## config.mk

```make
export PLATFORM = sky130hd
export DESIGN_NAME = tpd_detector
export DESIGN_NICKNAME = d
export VERILOG_FILES = /design/src/tpd_pkg.sv /design/src/tpd_correlator.sv /design/src/tpd_detector.sv
export VERILOG_INCLUDE_DIRS = /design/src
export SDC_FILE = /design/constraint.sdc
export NUM_CORES = 2
export LEC_CHECK = 0
export BUFFER_PORTS_ARGS = -buffer_cell sky130_fd_sc_hd__buf_2
export CAP_MARGIN = 20
export CORE_MARGIN = 2
export CORE_UTILIZATION = 61
export CTS_CLUSTER_SIZE = 24
export DETAILED_ROUTE_END_ITERATION = 8
export PLACE_DENSITY = 0.88
export SYNTH_ARGS = -nofsm -noshare
export SYNTH_HDL_FRONTEND = slang
export SYNTH_SLANG_ARGS = --single-unit
```

## constraint.sdc

```tcl
create_clock -name clock -period 46.8 [get_ports clock]
set_clock_uncertainty 0.05 [all_clocks]
set_input_delay 7.02 -clock clock [delete_from_list [all_inputs] [get_ports clock]]
set_output_delay 7.02 -clock clock [all_outputs]
set_load 0.1 [all_outputs]
```

## src/tpd_consts.svh

```systemverilog
// tone pair detector: sampling, window, timing and reference constants
// assumes a 25 MHz system clock and a 1-bit zero-cross line input
`ifndef TPD_CONSTS_SVH
`define TPD_CONSTS_SVH

`define TPD_CLK_HZ 25000000
`define TPD_SAMPLE_HZ 8000
`define TPD_SAMPLE_DIV (`TPD_CLK_HZ / `TPD_SAMPLE_HZ)
`define TPD_DIV_W 12

`define TPD_WINDOW_MS 16
`define TPD_WINDOW_SAMPLES (`TPD_WINDOW_MS * `TPD_SAMPLE_HZ / 1000)
`define TPD_WIN_W 7

// least on-time, rounded up to whole samples
`define TPD_MIN_ON_MS 23
`define TPD_MIN_ON_SAMPLES ((`TPD_MIN_ON_MS * `TPD_SAMPLE_HZ + 999) / 1000)
`define TPD_ON_W 9

// no edge for this long ends the burst
`define TPD_IDLE_US 2000
`define TPD_IDLE_SAMPLES (`TPD_IDLE_US * `TPD_SAMPLE_HZ / 1000000)
`define TPD_IDLE_W 5

`define TPD_NUM_REF 18
`define TPD_PHASE_W 16
`define TPD_ACC_W 9
`define TPD_NRG_W 9
`define TPD_THR_W 9

// phase steps per sample, f * 65536 / 8000, entry 0 in the low bits:
// 662 697 732 770 809 852 894 941 988 1149 1209 1269 1336 1403 1477 1551 1633 1715 Hz
`define TPD_INC_TABLE {16'h36E1, 16'h3442, 16'h31A2, 16'h2F44, 16'h2CE5, 16'h2AC1, \
	16'h289C, 16'h26B0, 16'h24C5, 16'h1F9E, 16'h1E1D, 16'h1C9C, 16'h1B44, 16'h19E3, \
	16'h18A4, 16'h176D, 16'h164E, 16'h152F}

// nominal tones sit at every second slot: low group 1,3,5,7, high group 10,12,14,16
`define TPD_LOW_BASE 1
`define TPD_HIGH_BASE 10

`endif

```

## src/tpd_pkg.sv

```systemverilog
// tone pair detector: shared types
// assumes tpd_consts.svh is on the include path
`include "tpd_consts.svh"

package tpd_pkg;

	typedef enum logic [1:0] {
		TPD_IDLE = 2'b00,
		TPD_WINDOW = 2'b01,
		TPD_EVAL = 2'b10,
		TPD_HOLD = 2'b11
	} tpd_state_t;

	typedef struct packed {
		logic [1:0] row;
		logic [1:0] col;
	} tpd_digit_t;

	typedef struct packed {
		logic freq;
		logic energy;
		logic timing;
	} tpd_reject_t;

	typedef struct packed {
		logic [`TPD_PHASE_W-1:0] phase;
		logic signed [`TPD_ACC_W-1:0] acc_i;
		logic signed [`TPD_ACC_W-1:0] acc_q;
	} tpd_corr_t;

	typedef struct packed {
		logic sync1;
		logic sync2;
		logic prev;
		logic [`TPD_DIV_W-1:0] div;
		logic [`TPD_WIN_W-1:0] win;
		logic [`TPD_IDLE_W-1:0] idle;
		logic active;
		logic [`TPD_ON_W-1:0] on_cnt;
		logic [`TPD_ON_W-1:0] last_on;
		tpd_state_t state;
		logic cand_ok;
		tpd_digit_t cand;
		logic out_valid;
		tpd_digit_t out;
		logic overflow;
		tpd_reject_t rej;
	} tpd_main_t;

endpackage : tpd_pkg
```

## src/tpd_correlator.sv

```systemverilog
// tone pair detector: one 1-bit correlator for a single analysis frequency
// assumes sample_en pulses once per 8 kHz sample, clear before each window
`timescale 1ns/10ps
`include "tpd_consts.svh"

module tpd_correlator (
	input wire logic clock,
	input wire logic rst,
	input wire logic clear,
	input wire logic sample_en,
	input wire logic line_bit,
	input wire logic [`TPD_PHASE_W-1:0] phase_inc,
	output logic [`TPD_NRG_W-1:0] energy
);
	tpd_pkg::tpd_corr_t s;
	tpd_pkg::tpd_corr_t next_s;
	logic ref_i;
	logic ref_q;
	logic [`TPD_NRG_W-1:0] mag_i;
	logic [`TPD_NRG_W-1:0] mag_q;

	// reference square waves in quadrature, made from a phase accumulator
	// instead of a stored bit table
	assign ref_i = s.phase[`TPD_PHASE_W-1];
	assign ref_q = s.phase[`TPD_PHASE_W-1] ^ s.phase[`TPD_PHASE_W-2];

	always_comb begin
		next_s = s;
		if (clear) begin
			next_s = '0;
		end else if (sample_en) begin
			next_s.phase = s.phase + phase_inc;
			next_s.acc_i = (line_bit == ref_i) ? s.acc_i + 9'sh001 : s.acc_i - 9'sh001;
			next_s.acc_q = (line_bit == ref_q) ? s.acc_q + 9'sh001 : s.acc_q - 9'sh001;
		end
	end

	// energy is the sum of match-count magnitudes, so phase of the tone does not matter
	assign mag_i = s.acc_i[`TPD_ACC_W-1] ? 9'(-s.acc_i) : 9'(s.acc_i);
	assign mag_q = s.acc_q[`TPD_ACC_W-1] ? 9'(-s.acc_q) : 9'(s.acc_q);
	assign energy = mag_i + mag_q;

	always_ff @(posedge clock or posedge rst) begin
		if (rst) begin
			s <= '0;
		end else begin
			s <= next_s;
		end
	end

endmodule : tpd_correlator

```

## src/tpd_detector.sv

```systemverilog
// tone pair detector: samples the zero-cross line bit, correlates 18 references
// over one window, picks a tone per group, checks sidebands, energy and timing
// assumes line_in is asynchronous to clock; digit consumer uses valid/ready
//
// Overview of operation
// - sample line at 8 kHz from timer
// - accumulate each correlation over 16 ms window
// - compute sidebands at minus and plus five percent
// - reject tone below minimum energy threshold
// - edges drive timer measuring activity and inactivity
// - pulses mean tone on, none mean pause
// - decide in 16 ms, under 23 ms on-time
// - strongest per group, reject if sideband higher
// - eighteen references, shared sidebands between neighbours
`timescale 1ns/10ps
`include "tpd_consts.svh"

module tpd_detector (
	input wire logic clock,
	input wire logic rst,
	input wire logic line_in,
	input wire logic [`TPD_THR_W-1:0] energy_thresh,
	output logic digit_valid,
	output logic [3:0] digit_code,
	input wire logic digit_ready,
	output logic digit_overflow,
	output tpd_pkg::tpd_reject_t reject,
	output logic line_active,
	output logic [`TPD_ON_W-1:0] tone_on_samples
);
	localparam logic [`TPD_DIV_W-1:0] DIV_LAST = `TPD_DIV_W'(`TPD_SAMPLE_DIV - 1);
	localparam logic [`TPD_WIN_W-1:0] WIN_LAST = `TPD_WIN_W'(`TPD_WINDOW_SAMPLES - 1);
	localparam logic [`TPD_IDLE_W-1:0] IDLE_LAST = `TPD_IDLE_W'(`TPD_IDLE_SAMPLES - 1);
	localparam logic [`TPD_ON_W-1:0] MIN_ON = `TPD_ON_W'(`TPD_MIN_ON_SAMPLES);
	localparam logic [`TPD_NUM_REF*`TPD_PHASE_W-1:0] INC_TABLE = `TPD_INC_TABLE;

	tpd_pkg::tpd_main_t s;
	tpd_pkg::tpd_main_t next_s;
	logic tick;
	logic line_edge;
	logic corr_clear;
	logic corr_sample;
	logic [`TPD_NUM_REF-1:0][`TPD_NRG_W-1:0] energy;

	// ------------------------------------------------------------
	// reference correlators
	// ------------------------------------------------------------

	genvar g;
	generate
		for (g = 0; g < `TPD_NUM_REF; g = g + 1) begin : gen_corr
			tpd_correlator u_corr (
				.clock(clock),
				.rst(rst),
				.clear(corr_clear),
				.sample_en(corr_sample),
				.line_bit(s.sync2),
				.phase_inc(INC_TABLE[g*`TPD_PHASE_W +: `TPD_PHASE_W]),
				.energy(energy[g])
			);
		end
	endgenerate

	// ------------------------------------------------------------
	// sampling, activity timing and decision
	// ------------------------------------------------------------

	always_comb begin
		int i;
		logic [1:0] lo;
		logic [1:0] hi;
		logic [`TPD_NRG_W-1:0] e_lo;
		logic [`TPD_NRG_W-1:0] e_hi;
		logic [4:0] n_lo;
		logic [4:0] n_hi;
		logic band_ok;
		logic nrg_ok;
		logic burst_end;
		i = 0;
		burst_end = 1'b0;
		lo = 2'h0;
		hi = 2'h0;
		e_lo = energy[`TPD_LOW_BASE];
		e_hi = energy[`TPD_HIGH_BASE];
		n_lo = 5'(`TPD_LOW_BASE);
		n_hi = 5'(`TPD_HIGH_BASE);
		band_ok = 1'b0;
		nrg_ok = 1'b0;
		next_s = s;
		corr_clear = 1'b0;
		corr_sample = 1'b0;
		next_s.overflow = 1'b0;
		next_s.rej = '0;

		// line bit passes two flops before anything looks at it
		next_s.sync1 = line_in;
		next_s.sync2 = s.sync1;
		next_s.prev = s.sync2;
		line_edge = s.sync2 ^ s.prev;

		// sample timer, exact divide of the system clock
		tick = (s.div == DIV_LAST);
		next_s.div = tick ? '0 : s.div + 1'b1;

		// any edge restarts the idle timer; a quiet spell ends the burst
		if (line_edge) begin
			next_s.idle = '0;
			next_s.active = 1'b1;
			if (!s.active) begin
				next_s.on_cnt = '0;
			end
		end else if (tick && s.active) begin
			if (s.idle == IDLE_LAST) begin
				next_s.active = 1'b0;
			end else begin
				next_s.idle = s.idle + 1'b1;
			end
		end
		if (tick && s.active && !line_edge && s.on_cnt != '1) begin
			next_s.on_cnt = s.on_cnt + 1'b1;
		end
		burst_end = s.active && !next_s.active;
		if (burst_end) begin
			next_s.last_on = s.on_cnt;
		end

		// strongest nominal tone in each group, low slots odd from 1, high from 10
		for (i = 1; i < 4; i = i + 1) begin
			if (energy[`TPD_LOW_BASE + 2*i] > e_lo) begin
				e_lo = energy[`TPD_LOW_BASE + 2*i];
				lo = 2'(i);
				n_lo = 5'(`TPD_LOW_BASE + 2*i);
			end
			if (energy[`TPD_HIGH_BASE + 2*i] > e_hi) begin
				e_hi = energy[`TPD_HIGH_BASE + 2*i];
				hi = 2'(i);
				n_hi = 5'(`TPD_HIGH_BASE + 2*i);
			end
		end
		// the neighbouring slots are the -5% and +5% sidebands
		band_ok = (energy[n_lo - 5'd1] <= e_lo) && (energy[n_lo + 5'd1] <= e_lo)
			&& (energy[n_hi - 5'd1] <= e_hi) && (energy[n_hi + 5'd1] <= e_hi);
		nrg_ok = (e_lo >= energy_thresh) && (e_hi >= energy_thresh);

		// consumer takes the held digit
		if (s.out_valid && digit_ready) begin
			next_s.out_valid = 1'b0;
		end

		case (s.state)
			tpd_pkg::TPD_IDLE: begin
				// a fresh burst starts a window on the edge that opened it
				if (line_edge && !s.active) begin
					corr_clear = 1'b1;
					next_s.win = '0;
					next_s.state = tpd_pkg::TPD_WINDOW;
				end
			end
			tpd_pkg::TPD_WINDOW: begin
				if (burst_end) begin
					next_s.rej.timing = 1'b1;
					next_s.state = tpd_pkg::TPD_IDLE;
				end else if (tick) begin
					corr_sample = 1'b1;
					if (s.win == WIN_LAST) begin
						next_s.state = tpd_pkg::TPD_EVAL;
					end else begin
						next_s.win = s.win + 1'b1;
					end
				end
			end
			tpd_pkg::TPD_EVAL: begin
				// decision taken right after the last window sample
				next_s.cand.row = lo;
				next_s.cand.col = hi;
				next_s.cand_ok = band_ok && nrg_ok;
				next_s.rej.freq = !band_ok;
				next_s.rej.energy = band_ok && !nrg_ok;
				next_s.state = burst_end ? tpd_pkg::TPD_IDLE : tpd_pkg::TPD_HOLD;
				// a burst cut in this cycle reports timing only, not a spectral verdict
				if (burst_end) begin
					next_s.rej = '0;
					next_s.rej.timing = 1'b1;
				end
			end
			tpd_pkg::TPD_HOLD: begin
				// digit is released only when the tone has ended long enough after starting
				if (burst_end) begin
					next_s.state = tpd_pkg::TPD_IDLE;
					if (s.on_cnt < MIN_ON) begin
						next_s.rej.timing = s.cand_ok;
					end else if (s.cand_ok) begin
						if (s.out_valid && !digit_ready) begin
							next_s.overflow = 1'b1;
						end else begin
							next_s.out = s.cand;
							next_s.out_valid = 1'b1;
						end
					end
				end
			end
			default: begin
				next_s.state = tpd_pkg::TPD_IDLE;
			end
		endcase
	end

	// ------------------------------------------------------------
	// state register and outputs
	// ------------------------------------------------------------

	always_ff @(posedge clock or posedge rst) begin
		if (rst) begin
			s <= '0;
		end else begin
			s <= next_s;
		end
	end

	assign digit_valid = s.out_valid;
	assign digit_code = {s.out.row, s.out.col};
	assign digit_overflow = s.overflow;
	assign reject = s.rej;
	assign line_active = s.active;
	assign tone_on_samples = s.last_on;

endmodule : tpd_detector

```

==> flow_metrics.tcl <==
set metrics [dict create \
    status "completed" \
    async_reset_ff_share_pct 100 \
    initial_core_util_pct 61.7 \
    layout_min_cycle_time_ns 12.31 \
    slew_violations 0 \
    routed_wl_mm 130 \
    post_cts_resized 0 \
    min_period_over_period_pct 26.3 \
    layout_setup_ws_ns 34.49 \
    drive_above_1_share_pct 4.18 \
    antenna_cells 0 \
    htree_levels 3 \
    grt_antenna_before_repair 0 \
    leakagePower_uw 0.0279 \
    crit_type "reg2reg" \
    syn_inst 6247 \
    p_per_area_nw_per_um2 21.7 \
    worstPathArrival_ns 12.80 \
    die-area_um2 90200 \
    drc 0 \
    critPathMaxFanout 24 \
    rows 108 \
    clkLatencyLatePin_ns 0.67 \
    avgRoutedWirePerCell_um 17.7 \
    fmax_mhz 81.2 \
    hold_buffers 0 \
    total_power_uw 1240 \
    place_ws_ns 34.75 \
    placedCellCount 7203 \
    required_ns 47.28 \
    tightest_slew_ns 1.08 \
    cp.buffers_inverters 3 \
    end_kind "register" \
    max-vdd-ir-drop_mv 0.0279 \
    crit_slowest_cell "ha_1" \
    finalHoldViolations 0 \
    cts_setup_buffers 0 \
    max_stage_delay_ns 0.73 \
    cts_buffer_depth 3 \
    areaGrowthSynthToFinish_pct 6.55 \
    yosys.area.top_type "dfrtp_1" \
    core_region_area_um2 86900 \
    rsz0062_at_grt "false" \
    grt_max_degree 202 \
    first_iter_violations 3668 \
    drv_cap 0 \
    ant_nets 0 \
    final_cells 7344 \
    syn_area_um2 53600 \
    synthFlopType "dfrtp_1" \
    via_count 45200 \
    vias_per_cell 6.15 \
    min-delay-path-class "reg2reg" \
    nets 6761 \
    start_kind "register" \
    portBuffers 31 \
    yosysTopAreaCellShare_pct 30.6 \
    avgSynthCellArea_um2 8.58 \
    cp_top_family "compound AO/OA/AOI/OAI gates" \
    synth.distinct_cells 82 \
    grt.total_usage_pct 28.7 \
    gp_congestion 0.959 \
    ys_warn_count 0 \
    die_w_um 300 \
    setup-tns-final_ns 0 \
    grt_pass1_wl_mm 217 \
    grt-ovfl-total 0 \
    seq_area_frac_synth_pct 30.6 \
    syn-num-nets 6879 \
    cts_tree "built" \
    clkTransAtPathRegs_ns 0.07 \
    final_cell_area_um2 57100 \
    dpl_cell_area_um2 54400 \
    slew_headroom_pct 27.4 \
    clkSinkCount 656 \
    synth_edf_count 0 \
    setup_viol 0 \
    cts_made_buffers 76 \
    synth-seq-cells 656 \
    first_pass_iters 6 \
    grt_pass1_vias 44200 \
    synthTopCellsByArea "dfrtp_1, ha_1, xnor2_1, o21ai_0, xor2_1" \
    dpl.hpwl_mm 91.2 \
    chipHeight_um 300 \
    root_buffer "clkbuf_16" \
    io_pins 32 \
]
==> cell usage in the layout, fill, tap and decap left out, types with 54 or more instances in the layout <==
| cell | netlist | final |
|---|---|---|
| dfrtp_1 | 656 | 655 |
| o21ai_0 | 627 | 626 |
| ha_1 | 565 | 565 |
| nand2_1 | 556 | 554 |
| xnor2_1 | 534 | 534 |
| nor2_1 | 408 | 407 |
| a21oi_1 | 407 | 407 |
| inv_1 | 343 | 342 |
| nand3_1 | 330 | 330 |
| xor2_1 | 273 | 273 |
| a21o_1 | 124 | 124 |
| or3_1 | 119 | 119 |
| nor3_1 | 114 | 113 |
| o21bai_1 | 111 | 110 |
| nand2b_1 | 99 | 99 |
| o31ai_1 | 88 | 88 |
| clkbuf_16 | 0 | 76 |
| mux2i_1 | 69 | 69 |
| nor2b_1 | 62 | 62 |
| fa_1 | 54 | 54 |
==> path summary, 6_finish.rpt <==
| check | from | end | slack (ns) | cells after the start |
|---|---|---|---|---|
| max | gen_corr[3].u_corr.s[0] | reject[1] | 34.49 | 47 |
| min | next_s[60] | next_s[59] | 0.30 | 0 |
| max reg2reg | gen_corr[3].u_corr.s[0] | reject[1] | 34.49 | 47 |
| min reg2reg | next_s[60] | next_s[59] | 0.30 | 0 |
| max in group asynchronous | rst | gen_corr[10].u_corr.s[14] | 36.94 | 5 |
| min in group asynchronous | rst | gen_corr[0].u_corr.s[29] | 6.54 | 2 |
==> report_power, final <==
| part | switching [uW] | internal [uW] |
|---|---|---|
| Sequential | 0.286 | 567 |
| Combinational | 33.7 | 15.0 |
| Clock | 260 | 365 |
==> cell type report <==
class                   count  area, um2
multi-input cells        4984      34800
fillers                  6491      29800
flip-flops and latches    656      16400
clock buffers             110       2210
well taps                1155       1450
inverters                 345       1300
repair buffers             66        454
clock inverters            28        429
==> layer usage <==
layer	wire (um)	track usage [%]
met5	0	0
met4	4440	10.8
met3	8160	4.23
met2	61500	47.8
met1	55700	37.8
==> cell usage after synthesis, types with 69 or more instances <==
| library cell | count |
|---|---|
| a21o_1 | 124 |
| a21oi_1 | 407 |
| clkbuf_1 | 203 |
| dfrtp_1 | 656 |
| ha_1 | 565 |
| inv_1 | 343 |
| mux2i_1 | 69 |
| nand2_1 | 556 |
| nand2b_1 | 99 |
| nand3_1 | 330 |
| nor2_1 | 408 |
| nor3_1 | 114 |
| o21ai_0 | 627 |
| o21bai_1 | 111 |
| o31ai_1 | 88 |
| or3_1 | 119 |
| xnor2_1 | 534 |
| xor2_1 | 273 |
==> flip-flops by register name, indices dropped and copies added, names as in the netlist <==
name,count
next_s,2
line_active,1
s,41
reject,3
tone_on_samples,9
digit_valid,1
digit_overflow,1
gen_corr.u_corr.ref_i,18
gen_corr.u_corr.s,576
digit_code,4
==> worst register-to-register path, delay by kind of cell (launching register included) <==
kind                     cells  cell delay (ns)
AO/OA/AOI/OAI               19             3.50
XOR/XNOR                     1             0.30
buffers and inverters        3             0.30
multiplexers                 3             1.38
AND/OR/NAND/NOR             13             3.13
flip-flops                   1             0.46
adder cells (fa/ha/maj)      8             3.08
==> stage by stage <==
step | hold WS, ns | utilization, %
finish | 0.298 | 65.7
global route | 0.300 | 65.7
CTS | 0.299 | 65.6
detailed placement | 0.285 | 62.6
global placement | 0.285 | 62.6
floorplan | 0.281 | -
==> kinds of logic after synthesis <==
family	share of synthesized area, %
AO/OA/AOI/OAI	17.8
adder cells (fa/ha/maj)	15.3
multiplexers	2.33
XOR/XNOR	13.2
buffers and inverters	4.43
AND/OR/NAND/NOR	16.3
flip-flops	30.6
(Power assumes the default switching activity.)
